**config.mk**
```make
export PLATFORM = sky130hd
export DESIGN_NAME = hdlc_engine
export DESIGN_NICKNAME = d
export VERILOG_FILES = /design/src/inc/hdlc_pkg.sv /design/src/core/hdlc_engine.sv /design/src/core/hdlc_crc16.sv
export VERILOG_INCLUDE_DIRS = /design/src /design/src/inc
export SDC_FILE = /design/constraint.sdc
export NUM_CORES = 1
export LEC_CHECK = 0
export BUFFER_PORTS_ARGS = -buffer_cell sky130_fd_sc_hd__clkbuf_2
export CORE_ASPECT_RATIO = 2
export CORE_MARGIN = 3
export CORE_UTILIZATION = 65
export CTS_CLUSTER_DIAMETER = 100
export CTS_CLUSTER_SIZE = 28
export DETAILED_ROUTE_END_ITERATION = 8
export GPL_ROUTABILITY_DRIVEN = 1
export PLACE_DENSITY_LB_ADDON = 0.1
export SLEW_MARGIN = 20
export SYNTH_ARGS = -nofsm -noshare
export SYNTH_HDL_FRONTEND = slang
export SYNTH_SLANG_ARGS = --single-unit
```
**constraint.sdc**
```tcl
create_clock -name aclk -period 5.05 [get_ports aclk]
set_input_delay 1.01 -clock aclk [delete_from_list [all_inputs] [get_ports aclk]]
set_output_delay 1.01 -clock aclk [all_outputs]
set_load 0.01 [all_outputs]
```
**src/inc/hdlc_defines.svh**
```systemverilog
// Offsets, codes, masks, reset values and counts of the HDLC engine.
`ifndef HDLC_DEFINES_SVH
`define HDLC_DEFINES_SVH
`define OFF_CTRL    8'h00
`define OFF_TXBUF   8'h04
`define OFF_TXOUT   8'h08
`define OFF_RXIN    8'h0C
`define OFF_RXRES   8'h10
`define OFF_TXCRC   8'h14
`define OFF_RXCRC   8'h18
`define OFF_FLAGS   8'h1C
`define GRP_CMP     4'h2
`define GRP_MSK     4'h3
`define CTRL_RESET  32'h0000_7200
`define CTRL_WMASK  32'h00FF_737F
`define CRC_ONES    16'hFFFF
`define CRC_ZERO    16'h0000
`define CRC_POLY    16'h1021
`define CLK_F1      2'h2
`define CLK_F8      2'h3
`define CLK_PRE     2'h1
`define DIV8_CYCLES 5'h08
`define STUFF_RUN   3'h5
`define ONES_MAX    3'h7
`define BYTE_BITS   4'h8
`define LAST_BIT    3'h7
`define RESP_OKAY   2'h0
`define RESP_SLVERR 2'h2
`endif

```
**src/inc/hdlc_pkg.sv**
```systemverilog
// Types shared by the HDLC engine files.
package hdlc_pkg;
   // Control word as software sees it.
   typedef struct packed {
      logic [7:0] rsv_hi;
      logic [3:0] cmp_en;
      logic [3:0] presc;
      logic       rsv15;
      logic       crc_init_value_select;
      logic       crc_poly_select_hi;
      logic       crc_poly_select_lo;
      logic [1:0] rsv_mid;
      logic [1:0] clk_sel;
      logic       rsv7;
      logic       rx_shift_enable;
      logic       auto_crc_reset_on_flag;
      logic       rx_crc_use;
      logic       tx_crc_use;
      logic       irq_source_select;
      logic       rx_enable_bit;
      logic       transmit_enable_bit;
   } ctrl_t;
   // Sticky request flags.
   typedef struct packed {
      logic special_match_irq_flag;
      logic rx_side_irq_flag;
      logic tx_side_irq_flag;
   } irq_flags_t;
   // Shift engine state.
   typedef enum logic {ENG_IDLE, ENG_RUN} eng_state_t;
endpackage : hdlc_pkg

```
**src/core/hdlc_engine.sv**
```systemverilog
// HDLC bit stuffing and CRC engine with an AXI4-Lite register slave.
`timescale 1ns/1ns
`include "hdlc_defines.svh"
module hdlc_engine (
   // Clock and reset.
   input  wire logic        aclk,
   input  wire logic        aresetn,
   // Write address channel.
   input  wire logic [7:0]  awaddr,
   input  wire logic        awvalid,
   output logic             awready,
   // Write data channel.
   input  wire logic [31:0] wdata,
   input  wire logic [3:0]  wstrb,
   input  wire logic        wvalid,
   output logic             wready,
   // Write response channel.
   output logic [1:0]       bresp,
   output logic             bvalid,
   input  wire logic        bready,
   // Read address channel.
   input  wire logic [7:0]  araddr,
   input  wire logic        arvalid,
   output logic             arready,
   // Read data channel.
   output logic [31:0]      rdata,
   output logic [1:0]       rresp,
   output logic             rvalid,
   input  wire logic        rready
);
   // ****************************************************************
   // Register bus slave
   // ****************************************************************
   logic [7:0]  aw_addr_reg;
   logic        aw_hold_reg;
   logic [31:0] w_data_reg;
   logic [3:0]  w_strb_reg;
   logic        w_hold_reg;
   logic        bvalid_reg;
   logic [1:0]  bresp_reg;
   logic        rvalid_reg;
   logic [31:0] rdata_reg;
   logic [1:0]  rresp_reg;
   logic        wr_go;
   logic        b0;
   logic [31:0] wmask;
   logic [31:0] rd_data;

   // Tells whether a byte address holds a register.
   function automatic logic is_mapped(input logic [7:0] a);
      is_mapped = (a[1:0] == 2'h0) &&
                  (a[7:5] == 3'h0 || a[7:4] == `GRP_CMP || a[7:4] == `GRP_MSK);
   endfunction : is_mapped

   // Handshakes; a write runs once address and data are both held.
   assign awready = !aw_hold_reg && !bvalid_reg;
   assign wready  = !w_hold_reg && !bvalid_reg;
   assign arready = !rvalid_reg;
   assign wr_go   = aw_hold_reg && w_hold_reg && !bvalid_reg;
   assign b0      = w_strb_reg[0];
   assign wmask   = {{8{w_strb_reg[3]}}, {8{w_strb_reg[2]}},
                     {8{w_strb_reg[1]}}, {8{w_strb_reg[0]}}};
   assign bvalid  = bvalid_reg;
   assign bresp   = bresp_reg;
   assign rvalid  = rvalid_reg;
   assign rdata   = rdata_reg;
   assign rresp   = rresp_reg;

   // Write channel holding registers and response.
   always_ff @(posedge aclk) begin
      if (!aresetn) begin
         aw_hold_reg <= 1'b0;
         w_hold_reg  <= 1'b0;
         aw_addr_reg <= 8'h00;
         w_data_reg  <= 32'h0000_0000;
         w_strb_reg  <= 4'h0;
         bvalid_reg  <= 1'b0;
         bresp_reg   <= `RESP_OKAY;
      end else begin
         if (awvalid && awready) begin
            aw_hold_reg <= 1'b1;
            aw_addr_reg <= awaddr;
         end else if (wr_go) begin
            aw_hold_reg <= 1'b0;
         end
         if (wvalid && wready) begin
            w_hold_reg <= 1'b1;
            w_data_reg <= wdata;
            w_strb_reg <= wstrb;
         end else if (wr_go) begin
            w_hold_reg <= 1'b0;
         end
         if (wr_go) begin
            bvalid_reg <= 1'b1;
            bresp_reg  <= is_mapped(aw_addr_reg) ? `RESP_OKAY : `RESP_SLVERR;
         end else if (bready) begin
            bvalid_reg <= 1'b0;
         end
      end
   end

   // Read channel: data are captured when the address is taken.
   always_ff @(posedge aclk) begin
      if (!aresetn) begin
         rvalid_reg <= 1'b0;
         rdata_reg  <= 32'h0000_0000;
         rresp_reg  <= `RESP_OKAY;
      end else if (arvalid && arready) begin
         rvalid_reg <= 1'b1;
         rdata_reg  <= rd_data;
         rresp_reg  <= is_mapped(araddr) ? `RESP_OKAY : `RESP_SLVERR;
      end else if (rready) begin
         rvalid_reg <= 1'b0;
      end
   end

   // ****************************************************************
   // Registers and write decode
   // ****************************************************************
   hdlc_pkg::ctrl_t      ctrl_reg;
   hdlc_pkg::irq_flags_t flags_reg;
   logic [7:0]  tx_data_buffer_reg;
   logic        tx_full_reg;
   logic [7:0]  converted_tx_output_reg;
   logic [7:0]  rx_input_data_reg;
   logic        rx_full_reg;
   logic [7:0]  rx_result_reg;
   logic [7:0]  compare_pattern_reg [4];
   logic [7:0]  compare_mask_reg [4];
   logic        cmp_go_reg;
   logic [15:0] tx_crc_result;
   logic [15:0] rx_crc_result;
   logic        wr_ctrl;
   logic        wr_txbuf;
   logic        wr_rxin;
   logic        wr_flags;
   logic        wr_cmp;
   logic        wr_msk;
   logic [31:0] ctrl_next;
   hdlc_pkg::irq_flags_t flags_set;
   hdlc_pkg::irq_flags_t flags_next;
   logic        poly_ok;

   // Write strobes per register; byte registers need lane 0.
   assign wr_ctrl  = wr_go && aw_addr_reg == `OFF_CTRL;
   assign wr_txbuf = wr_go && aw_addr_reg == `OFF_TXBUF && b0;
   assign wr_rxin  = wr_go && aw_addr_reg == `OFF_RXIN && b0;
   assign wr_flags = wr_go && aw_addr_reg == `OFF_FLAGS && b0;
   assign wr_cmp   = wr_go && is_mapped(aw_addr_reg) && aw_addr_reg[7:4] == `GRP_CMP && b0;
   assign wr_msk   = wr_go && is_mapped(aw_addr_reg) && aw_addr_reg[7:4] == `GRP_MSK && b0;
   assign ctrl_next = ((ctrl_reg & ~wmask) | (w_data_reg & wmask)) & `CTRL_WMASK;
   assign poly_ok  = ctrl_reg.crc_poly_select_hi && ctrl_reg.crc_poly_select_lo;

   // Read selection; narrow registers read zero above.
   assign rd_data =
      (araddr == `OFF_CTRL)  ? ctrl_reg :
      (araddr == `OFF_TXBUF) ? {24'h00_0000, tx_data_buffer_reg} :
      (araddr == `OFF_TXOUT) ? {24'h00_0000, converted_tx_output_reg} :
      (araddr == `OFF_RXIN)  ? {24'h00_0000, rx_input_data_reg} :
      (araddr == `OFF_RXRES) ? {24'h00_0000, rx_result_reg} :
      (araddr == `OFF_TXCRC) ? {16'h0000, tx_crc_result} :
      (araddr == `OFF_RXCRC) ? {16'h0000, rx_crc_result} :
      (araddr == `OFF_FLAGS) ? {29'h0000_0000, flags_reg} :
      !is_mapped(araddr)     ? 32'h0000_0000 :
      (araddr[7:4] == `GRP_CMP) ? {24'h00_0000, compare_pattern_reg[araddr[3:2]]} :
      {24'h00_0000, compare_mask_reg[araddr[3:2]]};

   // ****************************************************************
   // Transfer clock
   // ****************************************************************
   logic [4:0] tick_cnt_reg;
   logic [4:0] period;
   logic       tick;

   // Bit rate: f1, f1/8, or f1/2n with n zero meaning undivided.
   assign period = (ctrl_reg.clk_sel == `CLK_F1) ? 5'h01 :
                   (ctrl_reg.clk_sel == `CLK_F8) ? `DIV8_CYCLES :
                   (ctrl_reg.clk_sel != `CLK_PRE) ? 5'h00 :
                   (ctrl_reg.presc == 4'h0) ? 5'h01 : {ctrl_reg.presc, 1'b0};
   assign tick   = (period != 5'h00) && (tick_cnt_reg >= period - 5'h01);

   // Divider counter.
   always_ff @(posedge aclk) begin
      if (!aresetn || tick || period == 5'h00) begin
         tick_cnt_reg <= 5'h00;
      end else begin
         tick_cnt_reg <= tick_cnt_reg + 5'h01;
      end
   end

   // ****************************************************************
   // Transmit conversion
   // ****************************************************************
   hdlc_pkg::eng_state_t tx_state_reg;
   hdlc_pkg::eng_state_t tx_state_next;
   logic [7:0] tx_sh_reg;
   logic [3:0] tx_cnt_reg;
   logic [3:0] tx_cnt_next;
   logic [2:0] tx_ones_reg;
   logic [2:0] tx_ones_next;
   logic [7:0] tx_out_reg;
   logic [2:0] tx_ocnt_reg;
   logic       tx_load;
   logic       tx_step;
   logic       tx_stuff;
   logic       tx_take;
   logic       tx_bit;
   logic       tx_emit;

   // A stuffed zero takes a bit time but consumes no data bit.
   assign tx_load  = tx_state_reg == hdlc_pkg::ENG_IDLE && tx_full_reg &&
                     ctrl_reg.transmit_enable_bit;
   assign tx_step  = tx_state_reg == hdlc_pkg::ENG_RUN && tick && ctrl_reg.transmit_enable_bit;
   assign tx_stuff = tx_ones_reg == `STUFF_RUN;
   assign tx_bit   = tx_stuff ? 1'b0 : tx_sh_reg[0];
   assign tx_take  = tx_step && !tx_stuff;
   assign tx_emit  = tx_step && tx_ocnt_reg == `LAST_BIT;
   assign tx_ones_next = !tx_step ? tx_ones_reg :
                         (tx_take && tx_bit) ? tx_ones_reg + 3'h1 : 3'h0;
   assign tx_cnt_next  = tx_load ? `BYTE_BITS : tx_take ? tx_cnt_reg - 4'h1 : tx_cnt_reg;
   assign tx_state_next = (tx_cnt_next != 4'h0 || tx_ones_next == `STUFF_RUN) ?
                          hdlc_pkg::ENG_RUN : hdlc_pkg::ENG_IDLE;

   // Transmit shifter, stuffing counter and output assembly, LSB first.
   always_ff @(posedge aclk) begin
      if (!aresetn) begin
         tx_state_reg <= hdlc_pkg::ENG_IDLE;
         tx_sh_reg    <= 8'h00;
         tx_cnt_reg   <= 4'h0;
         tx_ones_reg  <= 3'h0;
         tx_out_reg   <= 8'h00;
         tx_ocnt_reg  <= 3'h0;
         converted_tx_output_reg <= 8'h00;
      end else begin
         tx_state_reg <= tx_state_next;
         tx_cnt_reg   <= tx_cnt_next;
         tx_ones_reg  <= tx_ones_next;
         if (tx_load) begin
            tx_sh_reg <= tx_data_buffer_reg;
         end else if (tx_take) begin
            tx_sh_reg <= {1'b0, tx_sh_reg[7:1]};
         end
         if (tx_step) begin
            tx_out_reg  <= {tx_bit, tx_out_reg[7:1]};
            tx_ocnt_reg <= tx_ocnt_reg + 3'h1;
         end
         if (tx_emit) begin
            converted_tx_output_reg <= {tx_bit, tx_out_reg[7:1]};
         end
      end
   end

   // CRC over each data bit taken; disabled transmit holds it at its start.
   hdlc_crc16 u_tx_crc (
      .aclk      (aclk),
      .aresetn   (aresetn),
      .init      (!ctrl_reg.transmit_enable_bit),
      .init_ones (ctrl_reg.crc_init_value_select),
      .poly_ok   (poly_ok),
      .step      (tx_take && ctrl_reg.tx_crc_use),
      .din       (tx_bit),
      .crc       (tx_crc_result)
   );

   // ****************************************************************
   // Receive conversion
   // ****************************************************************
   hdlc_pkg::eng_state_t rx_state_reg;
   logic [7:0] rx_sh_reg;
   logic [3:0] rx_cnt_reg;
   logic [3:0] rx_cnt_next;
   logic [2:0] rx_ones_reg;
   logic [7:0] rx_acc_reg;
   logic [2:0] rx_acnt_reg;
   logic       rx_load;
   logic       rx_step;
   logic       rx_bit;
   logic       rx_drop;
   logic       rx_keep;
   logic       rx_emit;
   logic [3:0] match;
   logic       rx_crc_init;

   // A zero right after five ones is dropped; the shift clock needs its enable.
   assign rx_load = rx_state_reg == hdlc_pkg::ENG_IDLE && rx_full_reg &&
                    ctrl_reg.rx_enable_bit;
   assign rx_step = rx_state_reg == hdlc_pkg::ENG_RUN && tick &&
                    ctrl_reg.rx_shift_enable;
   assign rx_bit  = rx_sh_reg[0];
   assign rx_drop = rx_ones_reg == `STUFF_RUN && !rx_bit;
   assign rx_keep = rx_step && !rx_drop;
   assign rx_emit = rx_keep && rx_acnt_reg == `LAST_BIT;
   assign rx_cnt_next = rx_load ? `BYTE_BITS : rx_step ? rx_cnt_reg - 4'h1 : rx_cnt_reg;

   // Receive shifter and result assembly.
   always_ff @(posedge aclk) begin
      if (!aresetn) begin
         rx_state_reg <= hdlc_pkg::ENG_IDLE;
         rx_sh_reg    <= 8'h00;
         rx_cnt_reg   <= 4'h0;
         rx_ones_reg  <= 3'h0;
         rx_acc_reg   <= 8'h00;
         rx_acnt_reg  <= 3'h0;
         rx_result_reg <= 8'h00;
      end else begin
         rx_cnt_reg   <= rx_cnt_next;
         rx_state_reg <= (rx_cnt_next != 4'h0) ? hdlc_pkg::ENG_RUN : hdlc_pkg::ENG_IDLE;
         if (rx_load) begin
            rx_sh_reg <= rx_input_data_reg;
         end else if (rx_step) begin
            rx_sh_reg <= {1'b0, rx_sh_reg[7:1]};
         end
         if (rx_step) begin
            rx_ones_reg <= !rx_bit ? 3'h0 :
                           (rx_ones_reg == `ONES_MAX) ? `ONES_MAX : rx_ones_reg + 3'h1;
         end
         if (rx_keep) begin
            rx_acc_reg  <= {rx_bit, rx_acc_reg[7:1]};
            rx_acnt_reg <= rx_acnt_reg + 3'h1;
         end
         if (rx_emit) begin
            rx_result_reg <= {rx_bit, rx_acc_reg[7:1]};
         end
      end
   end

   // Masked compare of the received-data copy against the four patterns.
   for (genvar j = 0; j < 4; j++) begin : g_cmp
      assign match[j] = ctrl_reg.cmp_en[j] &&
         (((tx_data_buffer_reg ^ compare_pattern_reg[j]) & ~compare_mask_reg[j]) == 8'h00);
   end
   assign rx_crc_init = cmp_go_reg && match[3] && ctrl_reg.auto_crc_reset_on_flag;

   // Receive CRC over each kept bit.
   hdlc_crc16 u_rx_crc (
      .aclk      (aclk),
      .aresetn   (aresetn),
      .init      (rx_crc_init),
      .init_ones (ctrl_reg.crc_init_value_select),
      .poly_ok   (poly_ok),
      .step      (rx_keep && ctrl_reg.rx_crc_use),
      .din       (rx_bit),
      .crc       (rx_crc_result)
   );

   // ****************************************************************
   // Software registers and request flags
   // ****************************************************************
   assign flags_set.tx_side_irq_flag = ctrl_reg.irq_source_select ? tx_emit : tx_load;
   assign flags_set.rx_side_irq_flag = rx_emit || rx_load;
   assign flags_set.special_match_irq_flag = cmp_go_reg && (match != 4'h0);
   assign flags_next = (flags_reg & ~(wr_flags ? w_data_reg[2:0] : 3'h0)) | flags_set;

   // Control, data buffers, patterns and flags.
   always_ff @(posedge aclk) begin
      if (!aresetn) begin
         ctrl_reg           <= `CTRL_RESET;
         flags_reg          <= 3'h0;
         tx_data_buffer_reg <= 8'h00;
         tx_full_reg        <= 1'b0;
         rx_input_data_reg  <= 8'h00;
         rx_full_reg        <= 1'b0;
         cmp_go_reg         <= 1'b0;
         for (int k = 0; k < 4; k++) begin
            compare_pattern_reg[k] <= 8'h00;
            compare_mask_reg[k]    <= 8'h00;
         end
      end else begin
         flags_reg  <= flags_next;
         cmp_go_reg <= wr_rxin && ctrl_reg.rx_enable_bit;
         if (wr_ctrl) begin
            ctrl_reg <= ctrl_next;
         end
         if (wr_txbuf) begin
            tx_data_buffer_reg <= w_data_reg[7:0];
         end else if (wr_rxin && ctrl_reg.rx_enable_bit) begin
            tx_data_buffer_reg <= w_data_reg[7:0];
         end
         tx_full_reg <= (wr_txbuf && ctrl_reg.transmit_enable_bit) ? 1'b1 :
                        tx_load ? 1'b0 : tx_full_reg;
         if (wr_rxin) begin
            rx_input_data_reg <= w_data_reg[7:0];
         end
         rx_full_reg <= (wr_rxin && ctrl_reg.rx_enable_bit) ? 1'b1 :
                        rx_load ? 1'b0 : rx_full_reg;
         if (wr_cmp) begin
            compare_pattern_reg[aw_addr_reg[3:2]] <= w_data_reg[7:0];
         end
         if (wr_msk) begin
            compare_mask_reg[aw_addr_reg[3:2]] <= w_data_reg[7:0];
         end
      end
   end

   // ****************************************************************
   // Checks
   // ****************************************************************
   property p_tx_crc_clear;
      @(posedge aclk) disable iff (!aresetn)
      !ctrl_reg.transmit_enable_bit |=>
         tx_crc_result == (ctrl_reg.crc_init_value_select ? `CRC_ONES : `CRC_ZERO);
   endproperty
   a_tx_crc_clear: assert property (p_tx_crc_clear) else $error("tx CRC not reset");

   property p_stuff_limit;
      @(posedge aclk) disable iff (!aresetn)
      tx_ones_reg <= `STUFF_RUN;
   endproperty
   a_stuff_limit: assert property (p_stuff_limit) else $error("six ones sent");

   property p_stuff_zero;
      @(posedge aclk) disable iff (!aresetn)
      tx_step && tx_ones_reg == `STUFF_RUN |=> tx_out_reg[7] == 1'b0 && tx_ones_reg == 3'h0;
   endproperty
   a_stuff_zero: assert property (p_stuff_zero) else $error("no stuffed zero");

   property p_tx_start;
      @(posedge aclk) disable iff (!aresetn)
      $rose(tx_state_reg == hdlc_pkg::ENG_RUN) && tx_cnt_reg == `BYTE_BITS |->
         $past(tx_full_reg) && $past(ctrl_reg.transmit_enable_bit);
   endproperty
   a_tx_start: assert property (p_tx_start) else $error("tx started unasked");

   property p_tx_flag;
      @(posedge aclk) disable iff (!aresetn)
      tx_load && !ctrl_reg.irq_source_select |=> flags_reg.tx_side_irq_flag;
   endproperty
   a_tx_flag: assert property (p_tx_flag) else $error("tx flag missed");

   property p_rx_flag;
      @(posedge aclk) disable iff (!aresetn)
      rx_emit |=> flags_reg.rx_side_irq_flag &&
         rx_result_reg == (($past(rx_acc_reg) >> 1) | {$past(rx_bit), 7'h00});
   endproperty
   a_rx_flag: assert property (p_rx_flag) else $error("rx result wrong");

   property p_rx_copy;
      @(posedge aclk) disable iff (!aresetn)
      wr_rxin && !wr_txbuf && ctrl_reg.rx_enable_bit |=>
         tx_data_buffer_reg == $past(w_data_reg[7:0]) ##1
         (flags_reg.special_match_irq_flag || match == 4'h0);
   endproperty
   a_rx_copy: assert property (p_rx_copy) else $error("rx copy or match wrong");

   property p_rx_gate;
      @(posedge aclk) disable iff (!aresetn)
      !ctrl_reg.rx_shift_enable && !rx_load |=> $stable(rx_cnt_reg);
   endproperty
   a_rx_gate: assert property (p_rx_gate) else $error("rx shifted while off");

   property p_sticky;
      @(posedge aclk) disable iff (!aresetn)
      flags_reg.rx_side_irq_flag && !wr_flags |=> flags_reg.rx_side_irq_flag;
   endproperty
   a_sticky: assert property (p_sticky) else $error("flag dropped");
endmodule : hdlc_engine

```
**src/core/hdlc_crc16.sv**
```systemverilog
// Bit-serial CRC register for the HDLC engine.
`timescale 1ns/1ns
`include "hdlc_defines.svh"
module hdlc_crc16 (
   // Clock and reset.
   input  wire logic        aclk,
   input  wire logic        aresetn,
   // Control.
   input  wire logic        init,
   input  wire logic        init_ones,
   input  wire logic        poly_ok,
   input  wire logic        step,
   input  wire logic        din,
   // Running result.
   output logic [15:0]      crc
);
   logic [15:0] crc_reg;
   logic [15:0] crc_next;
   logic        fb;

   // One bit of x16+x12+x5+1 per step; other polynomial codes hold the value.
   assign fb       = crc_reg[15] ^ din;
   assign crc_next = init ? (init_ones ? `CRC_ONES : `CRC_ZERO) :
                     (step && poly_ok) ?
                     ({crc_reg[14:0], 1'b0} ^ (fb ? `CRC_POLY : `CRC_ZERO)) : crc_reg;
   assign crc      = crc_reg;

   // CRC register.
   always_ff @(posedge aclk) begin
      if (!aresetn) begin
         crc_reg <= `CRC_ONES;
      end else begin
         crc_reg <= crc_next;
      end
   end
endmodule : hdlc_crc16

```
==> key figures <==
Detailed routing
  – Post-DRT Antenna Nets: 0
  – Detailed-router iteration count before antenna repair: 5
  – DR DRC count: 0
  – DRT Wirelength: 33.8 mm
  – Avg WL per Cell: 20.8 microns
  – Overall via count from detail_route: 10100
  – Starting DRT DRC Count: 689
  – DR vias/cell: 6.26

Global route
  – Wire length of the first global-routing pass: around 53 mm
  – Largest net degree at the start of global routing: 80
  – Antenna violations before repair: 0
  – Global route overflow: 0
  – Number of global-route vias before repair: 9782
  – Global-route total usage across every layer: 0.314

Die
  – Die ar.: roughly 0.021 sq mm
  – Die boundary height: 204 microns
  – Effective utilization at floorplan: 0.667
  – Die X: 105 microns
  – Count of standard-cell rows: 71
  – Count of pins on the block boundary: 100
  – Area of the core: 0.0190 sq mm

Power
  – Worst supply voltage drop on vdd: just under 400 uV
  – Final Power: between 0.003 and 0.004 W
  – Power density over cell area: 280 mW/mm^2
  – Lkg Pwr: 4.89 nW

Timing
  – Hold violation total from the final report: 0
  – Total Negative Setup Slacks: 0 ns
  – Final Skew: 0.0248 ns
  – Fmax achieved: ~0.25 GHz
  – Endpoints failing setup: 0
  – Final worst path period share: 0.787
  – Time the worst path needs with I/O delays and setup: 3.97 ns
  – Max-slew violations: 0
  – Worst relative slew slack: 0.279
  – Unrepaired setup endpoints after global routing: false
  – Transition time at the pin with the least slew margin: roughly 1.1 ns

Placement
  – Buffers on Ports: 77
  – Post-DP Area: about 0.013 sq mm
  – Placer Congestion: 0.978
  – Post-detailed-placement half-perimeter wirelength: 24.7 mm
  – Placed Cells: 1602

Yosys
  – Basic-gate share of the synthesized area counting and, or, nand and nor cells: 0.194
  – Synthesized area divided by synthesized cell count: 9.36 sq um
  – Area of the mapped netlist: 0.0127 sq mm
  – Predominant post-synthesis flop cell: sky130_fd_sc_hd__dfxtp_1
  – Post-synthesis xor/xnor area fraction: 0.0345
  – Cell count after synthesis: 1356
  – Combinational family with the most area after synthesis: simple AND/OR/NAND/NOR gates
  – Complex-gate fraction of the synthesized area: 0.160
  – Commonest cells in the synthesized netlist: sky130_fd_sc_hd__dfxtp_1 (209), sky130_fd_sc_hd__nand2_1 (199), sky130_fd_sc_hd__a21oi_1 (130), sky130_fd_sc_hd__nor2_1 (103), sky130_fd_sc_hd__nand3_1 (66)
  – Number of register bits inferred by synthesis: 273
  – Area share of fa/ha/maj cells after synthesis: 0.0168
  – Biggest area consumer among synthesized cells: sky130_fd_sc_hd__dfxtp_1
  – Mux contribution to synthesized area: 0.0681
  – Number of enable-type register cells in the synthesized netlist: 64
  – Fraction of post-synthesis cell area in the top cell type by area: 0.330
  – Fraction of registers with async set or reset after synthesis: 0
  – Proportion of synthesized chip area in sequential cells: 0.481
  – Biggest area contributors in the synthesized netlist: sky130_fd_sc_hd__dfxtp_1 (33%), sky130_fd_sc_hd__edfxtp_1 (15%), sky130_fd_sc_hd__nand2_1 (5.9%)
  – Syn. warnings: 0
  – Number of different library cells in the post-synthesis netlist: 73
  – Most used standard cell by instance count after synthesis: sky130_fd_sc_hd__dfxtp_1

Worst setup path
  – WS Path Type: flop to flop
  – Cell depth of the worst flop-to-flop path: 15
  – Destination of the worst register-to-register timing path: u_rx_crc.crc[10]
  – Critical path data arrival time: 4.36 ns
  – Critical path endpoint category: flop
  – Critical Path Start Type: flop
  – Required time of the critical path: 5.43 ns
  – Max FO, Critical Path: 24
  – Reg-to-reg setup timing slack: 1.08 ns

Cells and area
  – Final cell utilization of the core: 0.705
  – Area growth from synthesis to layout: 5.62%
  – Post-route insts no fill: 1621
  – Multi-input combinational cell area: about 0.006 sq mm
  – # diodes: 0
  – Storage cell area: 0.00611 sq mm
  – Proportion of layout cells with a drive suffix above 1: 0.125
  – Fin area: 0.0134 sq mm
  – Filler cell count: 1609
  – Number of nets in the finished design: roughly 1400

CTS
  – Clock root cell: sky130_fd_sc_hd__clkbuf_16
  – TritonCTS clock tree: yes
  – TritonCTS sink count: 273
  – Clock slew at the register clock pins of the worst setup and hold paths: 0.11 ns
  – Post-CTS setup buffer count: 0
  – Cts repair resizes: 0
  – Clock buffer count from CTS: 13
  – CTS Hold Buffers Added: 0
  – Largest buffer count on any clock path: 3
  – Clock latency of the later-clocked register in the worst-skew pair: 0.50 ns
  – Deepest level of the CTS H-tree: 1

Flow run
  – Number of maximum-capacitance violations: 0

Min path
  – Critical hold path startpoint: aw_addr_reg[7]
  – Depth of the worst hold-timing path: 2
  – Worst min path class: flop to flop
  – Sink of the worst hold path: aw_addr_reg[7]

Status
  – Outcome: complete, no violations
layer usage:
metal / part of all wire / global-route usage
met1: 0.35 / 0.343
met2: 0.52 / 0.567
met3: 0.047 / 0.0282
met4: 0.082 / 0.221
met5: 0 / 0
power breakdown:
part | internal [W] | switching [W] | leakage, nW
sequential | 0.00227 | 0.0000555 | 2.35
clock | 0.000488 | 0.000680 | 0.174
combinational | 0.0000935 | 0.000163 | 2.36
cell type report:
| type | instances | area share |
|---|---|---|
| inverter | 16 | 0.00467 |
| tap | 255 | 0.0238 |
| sequential | 273 | 0.456 |
| multi-input combinational | 966 | 0.452 |
| clock inverter | 2 | 0.00131 |
| timing repair buffer | 92 | 0.0372 |
| clock buffer | 17 | 0.0254 |
cells by family (layout without fill, tap and decap cells):
family	count (synthesis)	after routing
and+or+nand+nor	514	514
adders and majority gates	17	17
other	1	10
xor gates and xnor gates	50	50
AOI/OAI and AO/OA	311	311
buffers and inverters	126	127
muxes	64	64
DFF	273	273
critical path, cell delays in order, from the launching register on:
cell and delay [ns]:
sky130_fd_sc_hd__dfxtp_1 0.49, sky130_fd_sc_hd__inv_1 0.13, sky130_fd_sc_hd__nor4_1 0.24, sky130_fd_sc_hd__a22oi_1 0.14
sky130_fd_sc_hd__ha_1 0.29, sky130_fd_sc_hd__nand2_1 0.10, sky130_fd_sc_hd__nand3_1 0.08, sky130_fd_sc_hd__o21a_1 0.12
sky130_fd_sc_hd__nor2_1 0.08, sky130_fd_sc_hd__a21oi_1 0.06, sky130_fd_sc_hd__ha_1 0.33, sky130_fd_sc_hd__a21o_1 0.14
sky130_fd_sc_hd__a31o_2 0.49, sky130_fd_sc_hd__nand3_2 0.18, sky130_fd_sc_hd__or3_1 0.61, sky130_fd_sc_hd__o221a_2 0.36
cells in the final DEF, fill, tap and decap left out, drive strengths merged, types with 6 or more instances in the layout:
master	count
buf	15
a22oi	18
ha	17
o21ai	45
a211oi	25
mux2	9
nor2b	10
nor2	103
xnor2	39
nor3	22
edfxtp	64
nand3	67
clkbuf	94
o22ai	10
dfxtp	209
mux4	17
a311oi	6
xor2	11
a221oi	7
and3	15
nand2b	8
mux2i	38
a21oi	130
conb	10
nand2	200
o221a	15
inv	18
a22o	6
and2	61
worst max path at each step:
| stage | endpoint | startpoint | cells past startpoint | slack, ns |
|---|---|---|---|---|
| after global placement | u_rx_crc.crc[4] | flop | 15 | 1.25 |
| after global routing | u_rx_crc.crc[10] | flop | 15 | 0.81 |
| after floorplan | rx_result_reg[0] | flop | 16 | 1.96 |
| after CTS | u_rx_crc.crc[10] | flop | 15 | 1.09 |
| final | u_rx_crc.crc[10] | flop | 15 | 1.08 |
| after detailed placement | u_rx_crc.crc[10] | flop | 15 | 1.14 |
through the flow:
step           hold WS, ns  worst slack [ns]
2_1_floorplan        0.430              1.96
3_3_place_gp         0.437              1.25
3_5_place_dp         0.442              1.14
4_1_cts              0.456              1.09
5_1_grt              0.476             0.808
6_report             0.454              1.08
(Power assumes the default switching activity.)
